**config.mk**
```make
export PLATFORM = sky130hd
export DESIGN_NAME = lbm_monitor
export DESIGN_NICKNAME = d
export VERILOG_FILES = /design/src/lbm_pkg.sv /design/src/lbm_sync.sv /design/src/lbm_tick.sv /design/src/lbm_monitor.sv
export SDC_FILE = /design/constraint.sdc
export NUM_CORES = 1
export LEC_CHECK = 0
export BUFFER_PORTS_ARGS = -buffer_cell sky130_fd_sc_hd__clkbuf_2
export CAP_MARGIN = 0
export CORE_UTILIZATION = 58
export CTS_CLUSTER_SIZE = 25
export DETAILED_ROUTE_END_ITERATION = 6
export HOLD_SLACK_MARGIN = 0.1
export PLACE_DENSITY = 0.79
export SLEW_MARGIN = 20
export SYNTH_ARGS = -nofsm -noshare
export SYNTH_HDL_FRONTEND = slang
export SYNTH_SLANG_ARGS = --single-unit
export TNS_END_PERCENT = 100
```
**constraint.sdc**
```tcl
create_clock -name clk_i -period 6.55 [get_ports clk_i]
set_input_delay 0.9825 -clock clk_i [delete_from_list [all_inputs] [get_ports clk_i]]
set_output_delay 0.9825 -clock clk_i [all_outputs]
set_load 0.05 [all_outputs]
```
**src/lbm_pkg.sv**
```systemverilog
package lbm_pkg;

    // ------------------------------------------------------------
    // clock and cycle timing
    // ------------------------------------------------------------
    localparam int unsigned CLK_HZ         = 40_000_000;
    localparam int unsigned BUCKET_CYCLE_MS = 128;
    localparam int unsigned BUCKET_CYCLE_CLKS =
        (BUCKET_CYCLE_MS * (CLK_HZ / 1000));

    // ------------------------------------------------------------
    // register indices (byte address is four times the index)
    // ------------------------------------------------------------
    localparam logic [7:0] IDX_UPPER  = 8'h58;
    localparam logic [7:0] IDX_LOWER  = 8'h59;
    localparam logic [7:0] IDX_CAP    = 8'h5A;
    localparam logic [7:0] IDX_DECAY  = 8'h5B;
    localparam logic [7:0] IDX_STATUS = 8'h60;
    localparam logic [7:0] IDX_MASK   = 8'h61;
    localparam logic [7:0] IDX_ACC    = 8'h62;
    localparam logic [7:0] IDX_FLAGS  = 8'h63;

    // ------------------------------------------------------------
    // reset values
    // ------------------------------------------------------------
    localparam logic [7:0] RST_UPPER = 8'h06;
    localparam logic [7:0] RST_LOWER = 8'h04;
    localparam logic [7:0] RST_CAP   = 8'h08;
    localparam logic [1:0] RST_DECAY = 2'h1;
    localparam logic [2:0] RST_MASK  = 3'h0;

    // ------------------------------------------------------------
    // status bit positions
    // ------------------------------------------------------------
    localparam int unsigned ST_RAISE = 0;
    localparam int unsigned ST_CLEAR = 1;
    localparam int unsigned ST_SAT   = 2;
    localparam int unsigned ST_W     = 3;

    localparam int unsigned ADDR_W = 10;
    localparam int unsigned DATA_W = 32;

    typedef enum logic [0:0]
    {
        BUS_IDLE = 1'b0,
        BUS_ACK  = 1'b1
    } lbm_bus_t;

endpackage : lbm_pkg

```
**src/lbm_sync.sv**
```systemverilog
module lbm_sync #(
    parameter int unsigned WIDTH = 2
) (
    input  wire logic             clk_i,
    input  wire logic             reset_i,
    input  wire logic [WIDTH-1:0] async_i,
    output logic      [WIDTH-1:0] level_o
);
    import lbm_pkg::*;

    typedef struct packed {
        logic [WIDTH-1:0] s1;
        logic [WIDTH-1:0] s2;
        logic [WIDTH-1:0] s3;
        logic [WIDTH-1:0] lvl;
    } lbm_sync_st_t;

    lbm_sync_st_t     st_q;
    lbm_sync_st_t     st_d;
    logic [WIDTH-1:0] lvl_n;

    always_comb
    begin
        st_d     = st_q;
        st_d.s1  = async_i;
        st_d.s2  = st_q.s1;
        st_d.s3  = st_q.s2;
        st_d.lvl = lvl_n;
    end

    // ------------------------------------------------------------
    // per bit: change accepted once second and third stage agree
    // ------------------------------------------------------------
    for (genvar i = 0; i < WIDTH; i++)
    begin : g_bit
        assign lvl_n[i] = (st_q.s2[i] == st_q.s3[i]) ? st_q.s3[i]
                                                      : st_q.lvl[i];
    end

    always_ff @(posedge clk_i or posedge reset_i)
    begin
        if (reset_i)
        begin
            st_q <= '0;
        end
        else
        begin
            st_q <= st_d;
        end
    end

    assign level_o = st_q.lvl;

endmodule : lbm_sync

```
**src/lbm_tick.sv**
```systemverilog
module lbm_tick #(
    parameter int unsigned PERIOD = lbm_pkg::BUCKET_CYCLE_CLKS
) (
    input  wire logic clk_i,
    input  wire logic reset_i,
    output logic      tick_o
);
    import lbm_pkg::*;

    typedef struct packed {
        logic [31:0] cnt;
        logic        tick;
    } lbm_tick_st_t;

    lbm_tick_st_t st_q;
    lbm_tick_st_t st_d;

    always_comb
    begin
        st_d      = st_q;
        st_d.tick = 1'b0;
        if (st_q.cnt >= PERIOD - 1)
        begin
            st_d.cnt  = '0;
            st_d.tick = 1'b1;
        end
        else
        begin
            st_d.cnt = st_q.cnt + 32'h1;
        end
    end

    always_ff @(posedge clk_i or posedge reset_i)
    begin
        if (reset_i)
        begin
            st_q <= '0;
        end
        else
        begin
            st_q <= st_d;
        end
    end

    assign tick_o = st_q.tick;

endmodule : lbm_tick

```
**src/lbm_monitor.sv**
```systemverilog
// Behaviour
// - inputs judged once per 128 ms cycle; accumulator moves only then
// - a cycle with failure or erratic input adds one to accumulator
// - clean span length is 1, 2, 4 or 8 cycles, from decay setting
// - each fully clean span subtracts one from accumulator
// - alarm clears when accumulator falls to the lower threshold
// - accumulator clamped to bucket capacity on each cycle boundary, failures at capacity flagged
module lbm_monitor #(
    parameter int unsigned TICK_CYCLES = lbm_pkg::BUCKET_CYCLE_CLKS
) (
    input  wire logic                         clk_i,
    input  wire logic                         reset_i,
    input  wire logic                         input_fail_i,
    input  wire logic                         input_erratic_i,
    input  wire logic [lbm_pkg::ADDR_W-1:0]   address_i,
    input  wire logic                         read_i,
    input  wire logic                         write_i,
    input  wire logic [3:0]                   byteenable_i,
    input  wire logic [lbm_pkg::DATA_W-1:0]   writedata_i,
    output logic      [lbm_pkg::DATA_W-1:0]   readdata_o,
    output logic                              waitrequest_o,
    output logic                              alarm_o,
    output logic      [7:0]                   level_o,
    output logic                              irq_o
);
    import lbm_pkg::*;

    typedef struct packed {
        lbm_bus_t          bus;
        logic              wait_r;
        logic [31:0]       rdata;
        logic [7:0]        upper;
        logic [7:0]        lower;
        logic [7:0]        cap;
        logic [1:0]        decay;
        logic [ST_W-1:0]   status;
        logic [ST_W-1:0]   mask;
        logic [7:0]        acc;
        logic [3:0]        clean;
        logic              fail_seen;
        logic              alarm;
        logic              irq;
    } lbm_st_t;

    lbm_st_t     st_q;
    lbm_st_t     st_d;
    logic [1:0]  in_lvl;
    logic        tick_w;
    logic        fail_now;
    logic        fail_cyc;
    logic [3:0]  span;
    logic [7:0]  idx;

    // ------------------------------------------------------------
    // input conditioning and cycle timer
    // ------------------------------------------------------------
    lbm_sync #(
        .WIDTH (2)
    ) u_lbm_sync (
        .clk_i   (clk_i),
        .reset_i (reset_i),
        .async_i ({input_erratic_i, input_fail_i}),
        .level_o (in_lvl)
    );

    lbm_tick #(
        .PERIOD (TICK_CYCLES)
    ) u_lbm_tick (
        .clk_i   (clk_i),
        .reset_i (reset_i),
        .tick_o  (tick_w)
    );

    assign fail_now = |in_lvl;
    // a failure in the tick cycle itself still counts for that cycle
    assign fail_cyc = st_q.fail_seen | fail_now;
    assign span     = 4'h1 << st_q.decay;
    assign idx      = address_i[9:2];

    // ------------------------------------------------------------
    // next state
    // ------------------------------------------------------------
    always_comb
    begin
        logic [7:0]      acc_n;
        logic [ST_W-1:0] ev;
        logic [4:0]      clean_n;
        acc_n   = st_q.acc;
        ev      = '0;
        clean_n = {1'b0, st_q.clean} + 5'h1;
        st_d    = st_q;

        // bus slave: one wait cycle, then the answer
        case (st_q.bus)
            BUS_IDLE:
            begin
                st_d.wait_r = 1'b1;
                if (read_i || write_i)
                begin
                    st_d.bus    = BUS_ACK;
                    st_d.wait_r = 1'b0;
                    st_d.rdata  = '0;
                    if (read_i)
                    begin
                        case (idx)
                            IDX_UPPER:  st_d.rdata[7:0] = st_q.upper;
                            IDX_LOWER:  st_d.rdata[7:0] = st_q.lower;
                            IDX_CAP:    st_d.rdata[7:0] = st_q.cap;
                            IDX_DECAY:  st_d.rdata[1:0] = st_q.decay;
                            IDX_STATUS: st_d.rdata[ST_W-1:0] = st_q.status;
                            IDX_MASK:   st_d.rdata[ST_W-1:0] = st_q.mask;
                            IDX_ACC:    st_d.rdata[7:0] = st_q.acc;
                            IDX_FLAGS:  st_d.rdata[0]   = st_q.alarm;
                            default:    st_d.rdata      = '0;
                        endcase
                    end
                end
            end
            BUS_ACK:
            begin
                st_d.bus    = BUS_IDLE;
                st_d.wait_r = 1'b1;
                if (write_i && byteenable_i[0])
                begin
                    case (idx)
                        IDX_UPPER:  st_d.upper = writedata_i[7:0];
                        IDX_LOWER:  st_d.lower = writedata_i[7:0];
                        IDX_CAP:    st_d.cap   = writedata_i[7:0];
                        IDX_DECAY:  st_d.decay = writedata_i[1:0];
                        IDX_STATUS:
                            st_d.status = st_q.status
                                          & ~writedata_i[ST_W-1:0];
                        IDX_MASK:   st_d.mask  = writedata_i[ST_W-1:0];
                        default:    st_d.upper = st_q.upper;
                    endcase
                end
            end
            default:
            begin
                st_d.bus    = BUS_IDLE;
                st_d.wait_r = 1'b1;
            end
        endcase

        // leaky bucket, evaluated only on cycle boundaries
        st_d.fail_seen = tick_w ? 1'b0 : fail_cyc;
        if (tick_w)
        begin
            if (fail_cyc)
            begin
                st_d.clean = '0;
                if (st_q.acc >= st_q.cap)
                begin
                    acc_n      = st_q.cap;
                    ev[ST_SAT] = 1'b1;
                end
                else
                begin
                    acc_n = st_q.acc + 8'h1;
                end
            end
            else if (clean_n >= {1'b0, span})
            begin
                st_d.clean = '0;
                if (st_q.acc != 8'h0)
                begin
                    acc_n = st_q.acc - 8'h1;
                end
            end
            else
            begin
                st_d.clean = clean_n[3:0];
            end
            // capacity lowered by software below the fill: clamp
            if (acc_n > st_q.cap)
            begin
                acc_n = st_q.cap;
            end
            st_d.acc = acc_n;
            // clear wins if thresholds are programmed crossed
            if (acc_n <= st_q.lower)
            begin
                st_d.alarm   = 1'b0;
                ev[ST_CLEAR] = st_q.alarm;
            end
            else if (acc_n >= st_q.upper)
            begin
                st_d.alarm   = 1'b1;
                ev[ST_RAISE] = ~st_q.alarm;
            end
        end

        // sticky events: a set in the clearing cycle is kept
        st_d.status = st_d.status | ev;
        st_d.irq    = |(st_d.status & st_d.mask);
    end

    always_ff @(posedge clk_i or posedge reset_i)
    begin
        if (reset_i)
        begin
            st_q        <= '0;
            st_q.bus    <= BUS_IDLE;
            st_q.wait_r <= 1'b1;
            st_q.upper  <= RST_UPPER;
            st_q.lower  <= RST_LOWER;
            st_q.cap    <= RST_CAP;
            st_q.decay  <= RST_DECAY;
            st_q.mask   <= RST_MASK;
        end
        else
        begin
            st_q <= st_d;
        end
    end

    // ------------------------------------------------------------
    // outputs
    // ------------------------------------------------------------
    assign readdata_o    = st_q.rdata;
    assign waitrequest_o = st_q.wait_r;
    assign alarm_o       = st_q.alarm;
    assign level_o       = st_q.acc;
    assign irq_o         = st_q.irq;
endmodule : lbm_monitor

```
==> results of run 1 <==
[cells by family (layout without fill, tap and decap cells)]
kind of cell,count (synthesis),in the layout,share of synthesized area
and+or+nand+nor,210,210,0.173
AOI/OAI and AO/OA,141,141,0.154
buffers and inverters,105,96,0.0903
DFF,98,98,0.400
adders and majority gates,43,43,0.0866
xor gates and xnor gates,31,31,0.0441
muxes,28,28,0.0522
other,1,33,0.000609
[through the flow]
step                      utilization  worst slack (ns)
final                           0.625             0.788
after detailed placement        0.607             0.872
after CTS                       0.624             0.848
after floorplan                     -              1.32
after global routing            0.625             0.360
after global placement          0.607              1.03
[flip-flops by register name, summed over array words and instances, names as in the netlist]
signal and cells:
irq_o 1, u_lbm_sync.st_d 4, st_q 38, u_lbm_tick.tick_o 1, readdata_o 8, waitrequest_o 1, level_o 8, u_lbm_sync.level_o 2
alarm_o 1, u_lbm_tick.st_q 32, u_lbm_sync.st_q 2
[power by group]
part	leakage (uW)	internal, uW	switching (uW)
Combinational	0.00180	225	400
Clock	0.0000920	142	218
Sequential	0.00119	639	75.4
[cell type report]
cell class / count / area, sq um / share of cell area
multi-input combinational: 486 / 3260 / 0.505
timing repair buffer: 47 / 254 / 0.0394
inverter: 34 / 130 / 0.0202
tap: 136 / 170 / 0.0264
sequential: 98 / 2460 / 0.381
clock buffer: 9 / 124 / 0.0192
clock inverter: 6 / 51.3 / 0.00795
[synthesized netlist by cell type, types with 17 or more instances]
cell,number
sky130_fd_sc_hd__dfrtp_1,92
sky130_fd_sc_hd__nand2_1,66
sky130_fd_sc_hd__o21ai_0,50
sky130_fd_sc_hd__ha_1,41
sky130_fd_sc_hd__buf_4,40
sky130_fd_sc_hd__inv_1,34
sky130_fd_sc_hd__nor3_1,31
sky130_fd_sc_hd__nor2_1,29
sky130_fd_sc_hd__clkbuf_1,26
sky130_fd_sc_hd__nand3_1,23
sky130_fd_sc_hd__a21oi_1,19
sky130_fd_sc_hd__xnor2_1,17
[how the worst max path moves through the flow]
| stage | from | endpoint | cells past startpoint |
|---|---|---|---|
| CTS | st_q[3]$_DFFE_PP0P_ | irq_o$_DFF_PP0_ | 21 |
| global route | st_q[3]$_DFFE_PP0P_ | irq_o$_DFF_PP0_ | 21 |
| finish | st_q[3]$_DFFE_PP0P_ | irq_o$_DFF_PP0_ | 21 |
| detailed placement | st_q[3]$_DFFE_PP0P_ | irq_o$_DFF_PP0_ | 21 |
| global placement | st_q[3]$_DFFE_PP0P_ | irq_o$_DFF_PP0_ | 21 |
| floorplan | level_o[0]$_DFFE_PP0P_ | irq_o$_DFF_PP0_ | 24 |
[routing by layer]
metal / track usage / up-vias / part of all wire
li1: - / 2302 / -
met1: 0.334 / 2278 / 0.44
met2: 0.421 / 156 / 0.48
met3: 0.0493 / 23 / 0.057
met4: 0.0996 / 0 / 0.023
met5: 0 / - / 0
[worst register-to-register path: cells and delay by family (launching register included)]
family                   cells  cell delay (ns)
AND/OR/NAND/NOR              3             0.60
adder cells (fa/ha/maj)      4             1.21
XOR/XNOR                     1             0.17
AO/OA/AOI/OAI                9             2.25
flip-flops                   1             0.44
buffers and inverters        2             0.34
multiplexers                 2             0.63
==> results.md, run 1 <==
| Result | Reported |
|---|---|
| Number of enable-type register cells in the synthesized netlist | 0 |
| Vertical extent of the die | 105 um |
| Number of library cell types mapped by synthesis | 69 |
| Antenna violations before repair | 0 |
| Synthesized area divided by synthesized cell count | 9.37 sq um |
| Core Area | 0.0103 sq mm |
| Post-route fraction of the period consumed by the critical path | 0.880 |
| Site row count | 37 |
| Depth of the worst hold-timing path | 0 |
| Final clock skew | 0.00895 ns |
| Vias after detailed routing | 4759 |
| Family with the most delay on the worst path | compound AO/OA/AOI/OAI gates |
| Number of DRC violations after detailed-routing iteration 0 | 296 |
| Initial Utilization | 0.596 |
| Reg clk slew, reported paths | 0.10 ns |
| Hold_sp | u_lbm_sync.st_d[4]$_DFF_PP0_ |
| Transition time at the pin with the least slew margin | 0.961 ns |
| Final instance area | 0.00645 sq mm |
| Count of filler cells inserted in the layout | 837 |
| Maximum achievable frequency | 174 MHz |
| Depth of the worst register-to-register path | 21 |
| Count of antenna diodes in the layout | 0 |
| Fraction of layout cells with a size suffix above 1 | 0.138 |
| Per-cell via count in the routed design | 5.83 |
| Detailed placement HPWL | 9.68 mm |
| Data arrival time of the critical path | 6.03 ns |
| CTS-repair resized insts | 0 |
| Library cell occupying the most area in the post-synthesis netlist | sky130_fd_sc_hd__dfrtp_1 |
| Unrepaired setup endpoints after global routing | no |
| First-pass GRT wire length | 22.4 mm |
| Reg-to-reg critical path startpoint | st_q[3]$_DFFE_PP0P_ |
| Result of the run | finished, final reports clean |
| Most frequent cells in the layout | sky130_fd_sc_hd__dfrtp_1, sky130_fd_sc_hd__nand2_1, sky130_fd_sc_hd__o21ai_0 |
| Number of buffers inserted by post-CTS setup repair | 0 |
| Total number of nets in the final design | 769 |
| Largest net degree at the start of global routing | 87 |
| Headroom to the max-slew limit | 0.356 |
| ANT nets after route | 0 |
| Min-Delay Path Class | reg2reg |
| Slew Viols, Final | 0 |
| Number of buffers created by CTS | 9 |
| Reg2reg end | irq_o$_DFF_PP0_ |
| Placed Cells incl. Taps | 801 |
| Crit-path cells | ha_1 -> xor2_1 -> ha_1 -> o21ai_0 -> nor2_1 -> a21oi_1 -> mux2i_1 -> o32a_1 -> inv_1 -> ha_1 -> nand4_1 -> or2_2 -> o21ai_1 -> buf_4 -> mux2_2 -> ha_1 -> a21oi_1 -> a21oi_1 -> o32ai_1 -> o21ai_0 -> a221o_1 |
| Number of clock sinks | 98 |
| Maximum single-stage delay on the critical path | 0.44 ns |
| CTS tree | done |
| Critical path type | reg2reg |
| Clock Latency Late Sink | 0.38 ns |
| DRC violation count after routing | 0 |
| Total wirelength of the detailed-routed design | 13.1 mm |
| Final sum of negative setup slack | 0 ns |
| Remaining global-route overflow | 0 |
| Number of buffers added on ports | 41 |
| Yosys warning total | 0 |
| Critical path's most frequent cell | sky130_fd_sc_hd__ha_1 |
| Final min period | 5.76 ns |
| Hold path endpoint | u_lbm_sync.st_d[2]$_DFF_PP0_ |
| Combined buffer and inverter count along the critical path | 2 |
| Lkg Pwr | 0.00308 uW |
| Netlist area before placement | 0.00615 sq mm |
| Number of hold-slack violations in the final timing report | 0 |
| Deepest level of the CTS H-tree | 3 |
| Peak supply drop | 0.150 mV |
| Power per unit of standard cell area | 264 mW/mm^2 |
| Routed wire per std cell | 16.1 um |
| Horizontal die dimension | 105 um |
| Clock tree root driver cell | sky130_fd_sc_hd__clkbuf_8 |
| Most common library cell in the layout ignoring fill and taps | sky130_fd_sc_hd__dfrtp_1 |
| GRT Util Overall | 0.256 |
| Layout-stage area growth over the synthesis result | 4.78% |
| Count of placed standard cells in the final layout, fillers left out | 816 |
| Setup-failing EPs final | 0 |
| CP max FO | 14 |
| # IOs | 95 |
| Post-Route Hold Slack | 0.354 ns |
| Max-capacitance violation count | 0 |
| Number of global-route vias before repair | 4715 |
| Number of hold-repair buffers added at the cts stage | 0 |
| Crit. End Element | register |
| Pre-antenna DRT Iters | 5 |
| Synth area leaders | sky130_fd_sc_hd__dfrtp_1, sky130_fd_sc_hd__ha_1, sky130_fd_sc_hd__buf_4 |
| Post-synth top flop | sky130_fd_sc_hd__dfrtp_1 |
| Proportion of synthesized flip-flops having asynchronous set or reset | 1.00 |
| Share of the synthesized area in the top cell type | 0.374 |
| Worst setup SP type | register |
| Slowest cell on the critical path | sky130_fd_sc_hd__dfrtp_1 |
| Worst path required time | 6.82 ns |
| Seq cells post-synth | 98 |
| Seq/Total Area, Yosys | 0.400 |
| Cell Area, Placed | 0.00627 sq mm |
| Final estimated routing congestion in global placement | 0.898 |
| Sum of internal, switching and leakage power | 1700 uW |
| Reg-to-reg slack, setup | 0.79 ns |
| Max clock buf depth | 2 |
| Number of standard cells after synthesis | 657 |
| Area enclosed by the die boundary | 0.0110 sq mm |
Power figures use the tool's default switching activity.
==> inputs of run 2 (changes only) <==
- CORE_MARGIN: unset -> 2
- CTS_CLUSTER_SIZE: 25 -> unset
==> run 2 against run 1 <==
  * Final cell count grew 0.12%
  * Maximum frequency shrank 2.4%
  * Via count grew 0.86%
  * Critical path type unchanged
  * Highest routed layer unchanged
==> results.md, run 2 (same netlist as run 1, synthesis figures left out) <==
| Result | Reported | vs previous |
|---|---|---|
| ANT nets after route | 0 | unchanged |
| Area enclosed by the die boundary | 0.0115 sq mm | +3.8% |
| Reg with most FFs | st_q |  |
| Cell Area, Placed | 0.00627 sq mm | unchanged |
| Depth of the worst register-to-register path | 21 | unchanged |
| Antenna violations before repair | 0 | unchanged |
| Number of buffers created by CTS | 9 | unchanged |
| CTS-repair resized insts | 0 | unchanged |
| Number of flip-flops in the largest register | 38 | unchanged |
| Vertical extent of the die | 107 um | +1.9% |
| Count of antenna diodes in the layout | 0 | unchanged |
| P_int | 1000 uW | -0.11% |
| Layout-stage area growth over the synthesis result | 4.51% |  |
| Peak supply drop | 0.148 mV | -1.1% |
| Unrepaired setup endpoints after global routing | no |  |
| Final clock skew | 0.0126 ns | +0.00368 ns |
| Final estimated routing congestion in global placement | 0.902 | +0.42% |
| Critical path type | reg2reg |  |
| Met1 demand-to-capacity share in global routing | 0.332 | -0.00173 |
| Post-placement worst setup slack | 0.805 ns | -0.0671 ns |
| Number of buffers inserted by post-CTS setup repair | 0 | unchanged |
| Count of filler cells inserted in the layout | 844 | +0.84% |
| Most used routing layer | met2 |  |
| Switching power total | 682 uW | -1.7% |
| Reg clk slew, reported paths | 0.09 ns | about the same |
| Per-cell via count in the routed design | 5.88 | +0.74% |
| Critical path's most frequent cell | sky130_fd_sc_hd__ha_1 |  |
| Final min period | 5.90 ns | +0.141 ns |
| Final instance area | 0.00643 sq mm | -0.25% |
| Setup-failing EPs final | 0 | unchanged |
| Number of clock sinks | 98 | unchanged |
| Slowest cell on the critical path | sky130_fd_sc_hd__o32ai_1 |  |
| Number of hold-repair buffers added at the cts stage | 0 | unchanged |
| Worst path required time | 6.80 ns | -0.02 ns |
| Maximum achievable frequency | 169 MHz | -2.4% |
| Total wirelength of the detailed-routed design | 13.4 mm | +2.2% |
| Remaining global-route overflow | 0 | unchanged |
| Crit. End Element | register |  |
| Reg-to-reg slack, setup | 0.65 ns | -0.14 ns |
| Slew Viols, Final | 0 | unchanged |
| Met3 track utilization from global routing | 0.0462 | -0.00308 |
| Global routing met2 resource utilization | 0.405 | -0.0161 |
| Count of placed standard cells in the final layout, fillers left out | 817 | +0.12% |
| Reg2reg end | irq_o$_DFF_PP0_ |  |
| Largest registers ranked by flip-flop count | st_q (38), u_lbm_tick.st_q (32) |  |
| Post-route fraction of the period consumed by the critical path | 0.901 | +0.0215 |
| Switching part of the total power | 0.404 | -0.00392 |
| Min-Delay Path Class | reg2reg |  |
| Number of DRC violations after detailed-routing iteration 0 | 298 | +0.68% |
| Lkg Pwr | 0.00307 uW | -0.26% |
| Crit-path cells | ha_1 -> xor2_1 -> ha_1 -> o21ai_0 -> nor2_1 -> a21oi_1 -> mux2i_1 -> o32a_1 -> inv_1 -> ha_1 -> nand4_1 -> or2_2 -> o21ai_1 -> buf_4 -> mux2_2 -> ha_1 -> a21oi_1 -> a21oi_1 -> o32ai_1 -> o21ai_0 -> a221o_1 |  |
| Routed wire per std cell | 16.4 um | +2.1% |
| Worst setup SP type | register |  |
| DRC violation count after routing | 0 | unchanged |
| Number of global-route vias before repair | 4695 | -0.42% |
| Depth of the worst hold-timing path | 0 | unchanged |
| Power per unit of standard cell area | 262 mW/mm^2 | -0.52% |
| Total number of nets in the final design | 769 | unchanged |
| Deepest level of the CTS H-tree | 3 | unchanged |
| Core Area | 0.0103 sq mm | unchanged |
| Site row count | 37 | unchanged |
| Maximum single-stage delay on the critical path | 0.46 ns | +0.02 ns |
| Max-capacitance violation count | 0 | unchanged |
| Vias after detailed routing | 4800 | +0.86% |
| Clock tree root driver cell | sky130_fd_sc_hd__clkbuf_8 |  |
| Detailed placement HPWL | 9.97 mm | +2.9% |
| Transition time at the pin with the least slew margin | 0.989 ns | +0.0283 ns |
| Pre-antenna DRT Iters | 5 | unchanged |
| Hold path endpoint | u_lbm_sync.st_d[2]$_DFF_PP0_ |  |
| Horizontal die dimension | 107 um | +1.9% |
| Largest net degree at the start of global routing | 63 | -28% |
| Sequential share of power | 0.424 | +0.004 |
| Most frequent cells in the layout | sky130_fd_sc_hd__dfrtp_1, sky130_fd_sc_hd__nand2_1, sky130_fd_sc_hd__o21ai_0 |  |
| Number of hold-slack violations in the final timing report | 0 | unchanged |
| Logic pwr share | 0.373 | +0.005 |
| Final sum of negative setup slack | 0 ns | unchanged |
| Data arrival time of the critical path | 6.16 ns | +0.13 ns |
| Headroom to the max-slew limit | 0.337 | -0.0190 |
| Hold_sp | u_lbm_sync.st_d[4]$_DFF_PP0_ |  |
| Reg-to-reg critical path startpoint | st_q[3]$_DFFE_PP0P_ |  |
| Portion of total power attributed to the clock network | 0.203 | -0.009 |
| GRT Util Overall | 0.247 | -0.00851 |
| # IOs | 95 | unchanged |
| Initial Utilization | 0.596 | unchanged |
| First-pass GRT wire length | 22.3 mm | -0.83% |
| Smallest setup slack after layout | 0.648 ns | -0.141 ns |
| Clock Latency Late Sink | 0.37 ns | about the same |
| Max clock buf depth | 2 | unchanged |
| Most common library cell in the layout ignoring fill and taps | sky130_fd_sc_hd__dfrtp_1 |  |
| Number of buffers added on ports | 41 | unchanged |
| Result of the run | finished, final reports clean |  |
| CP max FO | 14 | unchanged |
| Fraction of layout cells with a size suffix above 1 | 0.135 | -0.00314 |
| CTS tree | done |  |
| Placed Cells incl. Taps | 801 | unchanged |
-- run 2: per-layer routing --
metal / up-vias / wire length (um)
met5: - / 0
met4: 0 / 248
met3: 18 / 794
met2: 167 / 6320
met1: 2304 / 6060
li1: 2311 / -
-- run 2: power by group through the flow --
stage          logic, uW  clock network (uW)  registers, uW
2_1_floorplan        549                   0            678
3_3_place_gp         591                   0            722
3_5_place_dp         614                   0            725
4_1_cts              620                 354            712
5_1_grt              685                 378            721
6_report             628                 343            715
-- run 2: how the worst max path moves through the flow --
stage,start,endpoint,slack [ns],depth (start not counted)
6_report,st_q[3]$_DFFE_PP0P_,irq_o$_DFF_PP0_,0.65,21
2_1_floorplan,level_o[0]$_DFFE_PP0P_,irq_o$_DFF_PP0_,1.32,24
5_1_grt,st_q[3]$_DFFE_PP0P_,irq_o$_DFF_PP0_,0.32,22
3_3_place_gp,st_q[3]$_DFFE_PP0P_,irq_o$_DFF_PP0_,0.95,21
3_5_place_dp,level_o[0]$_DFFE_PP0P_,irq_o$_DFF_PP0_,0.80,22
4_1_cts,st_q[3]$_DFFE_PP0P_,irq_o$_DFF_PP0_,0.77,21
-- run 2: layout make-up --
type | count | area (sq um) | area share
clock buffers | 12 | 135 | 0.0210
clock inverters | 4 | 27.5 | 0.00428
flip-flops and latches | 98 | 2460 | 0.382
multi-input cells | 486 | 3260 | 0.507
inverters | 34 | 130 | 0.0202
well taps | 136 | 170 | 0.0265
repair buffers | 47 | 250 | 0.0389
-- run 2: worst max-delay path: cells and delay by family, from the launching register on --
family,cells,cell delay (ns)
multiplexers,2,0.61
AO/OA/AOI/OAI,9,2.38
XOR/XNOR,1,0.17
flip-flops,1,0.43
AND/OR/NAND/NOR,3,0.62
adder cells (fa/ha/maj),4,1.23
buffers and inverters,2,0.35
-- run 2: per-stage QoR --
stage / hold slack [ns] / util / total power [uW]
finish: 0.355 / 0.623 / 1690
global route: 0.364 / 0.623 / 1780
CTS: 0.359 / 0.623 / 1690
detailed placement: 0.339 / 0.607 / 1340
global placement: 0.334 / 0.607 / 1310
floorplan: 0.331 / - / 1230
==> inputs of run 3 (changes only) <==
- CORE_UTILIZATION: 58 -> 60
- MAX_ROUTING_LAYER: unset -> met4
- PLACE_DENSITY: 0.79 -> 0.82
- clock period: 6.55 -> 7.1 ns (I/O delays scaled with it)
==> run 3 against run 2 <==
  * Clock skew decreased by 0.0032 ns
  * Critical path depth rose by 1
  * Hold slack improved by 0.0039 ns
  * First-iteration DRC count increased by 22%
  * Global-route usage rose by 1.3 points
  * Non-clock buffer count fell by 1
  * Combinational power shrank 10%
==> results.md, run 3 (same netlist as run 1, synthesis figures left out) <==
| Result | Reported | vs previous |
|---|---|---|
| Remaining global-route overflow | 0 | unchanged |
| Worst path required time | 7.35 ns | +0.55 ns |
| Result of the run | finished, final reports clean |  |
| CTS tree | done |  |
| Depth of the worst hold-timing path | 0 | unchanged |
| Maximum achievable frequency | 170 MHz | +0.47% |
| Headroom to the max-slew limit | 0.308 | -0.0286 |
| Clock tree root driver cell | sky130_fd_sc_hd__clkbuf_8 |  |
| Layout-stage area growth over the synthesis result | 5.20% |  |
| Number of buffers created by CTS | 9 | unchanged |
| DRC violation count after routing | 0 | unchanged |
| Portion of total power attributed to the clock network | 0.242 | +0.039 |
| P_int | 992 uW | -1.2% |
| Min-Delay Path Class | reg2reg |  |
| Unrepaired setup endpoints after global routing | no |  |
| First-pass GRT wire length | 22.8 mm | +2.5% |
| Slew Viols, Final | 0 | unchanged |
| Depth of the worst register-to-register path | 22 | +4.8% |
| Number of buffers added on ports | 41 | unchanged |
| GRT Util Overall | 0.261 | +0.0135 |
| Initial Utilization | 0.624 | +0.0278 |
| Final clock skew | 0.00946 ns | -0.00317 ns |
| Number of flip-flops in the largest register | 38 | unchanged |
| Final min period | 5.87 ns | -0.0274 ns |
| Setup-failing EPs final | 0 | unchanged |
| CP max FO | 15 | +1 |
| Clock Latency Late Sink | 0.36 ns | about the same |
| Reg clk slew, reported paths | 0.10 ns | about the same |
| Core Area | 0.00986 sq mm | -4.4% |
| Count of antenna diodes in the layout | 0 | unchanged |
| Detailed placement HPWL | 9.86 mm | -1.1% |
| Vertical extent of the die | 105 um | -1.6% |
| Max-capacitance violation count | 0 | unchanged |
| Antenna violations before repair | 0 | unchanged |
| Post-placement worst setup slack | 1.36 ns | +0.551 ns |
| Routed wire per std cell | 16.6 um | +0.86% |
| Largest registers ranked by flip-flop count | st_q (38), u_lbm_tick.st_q (32) |  |
| Count of placed standard cells in the final layout, fillers left out | 812 | -0.61% |
| Total number of nets in the final design | 768 | -0.13% |
| Final sum of negative setup slack | 0 ns | unchanged |
| Max clock buf depth | 2 | unchanged |
| Number of buffers inserted by post-CTS setup repair | 0 | unchanged |
| Sum of internal, switching and leakage power | 1630 uW | -3.4% |
| Reg with most FFs | st_q |  |
| Count of filler cells inserted in the layout | 786 | -6.9% |
| Number of hold-repair buffers added at the cts stage | 0 | unchanged |
| Vias after detailed routing | 4824 | +0.50% |
| Power per unit of standard cell area | 252 mW/mm^2 | -4.0% |
| Fraction of layout cells with a size suffix above 1 | 0.135 | +0.000398 |
| Number of hold-slack violations in the final timing report | 0 | unchanged |
| Area enclosed by the die boundary | 0.0111 sq mm | -3.2% |
| Number of DRC violations after detailed-routing iteration 0 | 364 | +22% |
| Largest net degree at the start of global routing | 85 | +35% |
| Peak supply drop | 0.156 mV | +5.4% |
| # IOs | 95 | unchanged |
| Post-route fraction of the period consumed by the critical path | 0.827 | -0.0737 |
| CTS-repair resized insts | 0 | unchanged |
| Sequential share of power | 0.412 | -0.012 |
| Logic pwr share | 0.346 | -0.027 |
| Placed Cells incl. Taps | 797 | -0.50% |
| Switching power total | 637 uW | -6.6% |
| Per-cell via count in the routed design | 5.94 | +1.1% |
| Total wirelength of the detailed-routed design | 13.5 mm | +0.24% |
| Switching part of the total power | 0.391 | -0.0134 |
| Deepest level of the CTS H-tree | 3 | unchanged |
| Share of the core filled with cells in the final layout | 0.656 | +0.0333 |
| Worst setup SP type | register |  |
| Reg-to-reg slack, setup | 1.23 ns | +0.58 ns |
| Final estimated routing congestion in global placement | 0.920 | +2.0% |
| Most frequent cells in the layout | sky130_fd_sc_hd__dfrtp_1, sky130_fd_sc_hd__nand2_1, sky130_fd_sc_hd__o21ai_0 |  |
| Site row count | 36 | -2.7% |
| ANT nets after route | 0 | unchanged |
| Horizontal die dimension | 105 um | -1.6% |
| Data arrival time of the critical path | 6.12 ns | -0.04 ns |
| Most common library cell in the layout ignoring fill and taps | sky130_fd_sc_hd__dfrtp_1 |  |
| Smallest setup slack after layout | 1.23 ns | +0.577 ns |
| Critical path type | reg2reg |  |
| Crit. End Element | register |  |
| Pre-antenna DRT Iters | 5 | unchanged |
| Number of global-route vias before repair | 4733 | +0.81% |
| Transition time at the pin with the least slew margin | 1.03 ns | +0.0426 ns |
| Lkg Pwr | 0.00309 uW | +0.47% |
| Number of clock sinks | 98 | unchanged |
-- run 3: worst paths after layout --
| kind | from | end |
|---|---|---|
| max in group asynchronous | reset_i | st_q[17]$_DFF_PP0_ |
| setup / recovery | level_o[2]$_DFFE_PP0P_ | irq_o$_DFF_PP0_ |
| setup reg to reg | level_o[2]$_DFFE_PP0P_ | irq_o$_DFF_PP0_ |
| hold reg to reg | u_lbm_sync.st_d[4]$_DFF_PP0_ | u_lbm_sync.st_d[2]$_DFF_PP0_ |
| min in group asynchronous | reset_i | u_lbm_sync.st_d[3]$_DFF_PP0_ |
| hold / removal | u_lbm_sync.st_d[4]$_DFF_PP0_ | u_lbm_sync.st_d[2]$_DFF_PP0_ |
-- run 3: power groups by stage --
stage / combinational (uW) / clock, uW / sequential [uW]
finish: 563 / 395 / 671
floorplan: 507 / 0 / 626
detailed placement: 555 / 0 / 681
global placement: 536 / 0 / 677
global route: 624 / 427 / 677
CTS: 559 / 403 / 669
-- run 3: worst max-delay path, stage by stage, from the launching register on --
cell,delay [ns]
sky130_fd_sc_hd__dfrtp_1,0.70
sky130_fd_sc_hd__ha_1,0.34
sky130_fd_sc_hd__a211oi_1,0.22
sky130_fd_sc_hd__o21ai_0,0.16
sky130_fd_sc_hd__a211oi_2,0.23
sky130_fd_sc_hd__buf_4,0.24
sky130_fd_sc_hd__nor2_1,0.06
sky130_fd_sc_hd__a211oi_1,0.35
sky130_fd_sc_hd__nor2_1,0.10
sky130_fd_sc_hd__ha_1,0.29
sky130_fd_sc_hd__nor2b_1,0.14
sky130_fd_sc_hd__o211ai_1,0.18
sky130_fd_sc_hd__a21oi_1,0.12
sky130_fd_sc_hd__o21ai_1,0.36
sky130_fd_sc_hd__buf_4,0.28
sky130_fd_sc_hd__nor2_1,0.05
sky130_fd_sc_hd__a21oi_1,0.27
sky130_fd_sc_hd__ha_1,0.33
sky130_fd_sc_hd__a21oi_1,0.16
sky130_fd_sc_hd__a21boi_0,0.11
sky130_fd_sc_hd__o32ai_1,0.51
sky130_fd_sc_hd__o21ai_0,0.24
sky130_fd_sc_hd__a221o_1,0.33
-- run 3: per-layer routing --
metal	vias up	global-route usage	part of all wire
li1	2294	-	-
met1	2324	0.339	0.43
met2	178	0.421	0.49
met3	28	0.0427	0.057
met4	0	0.0810	0.021
met5	-	-	0
-- run 3: area by class of cell --
cell class	instances	area, sq um	share of cell area
clock buffers	10	128	0.0197
well taps	133	166	0.0257
multi-input cells	486	3260	0.503
repair buffers	46	246	0.0381
flip-flops and latches	98	2460	0.380
inverters	34	130	0.0201
clock inverters	5	85.1	0.0131
-- run 3: per-stage QoR --
stage | cell area, sq um | hold slack, ns
4_1_cts | 6470 | 0.362
2_1_floorplan | 6270 | 0.331
6_report | 6470 | 0.358
5_1_grt | 6470 | 0.367
3_5_place_dp | 6260 | 0.339
3_3_place_gp | 6260 | 0.332
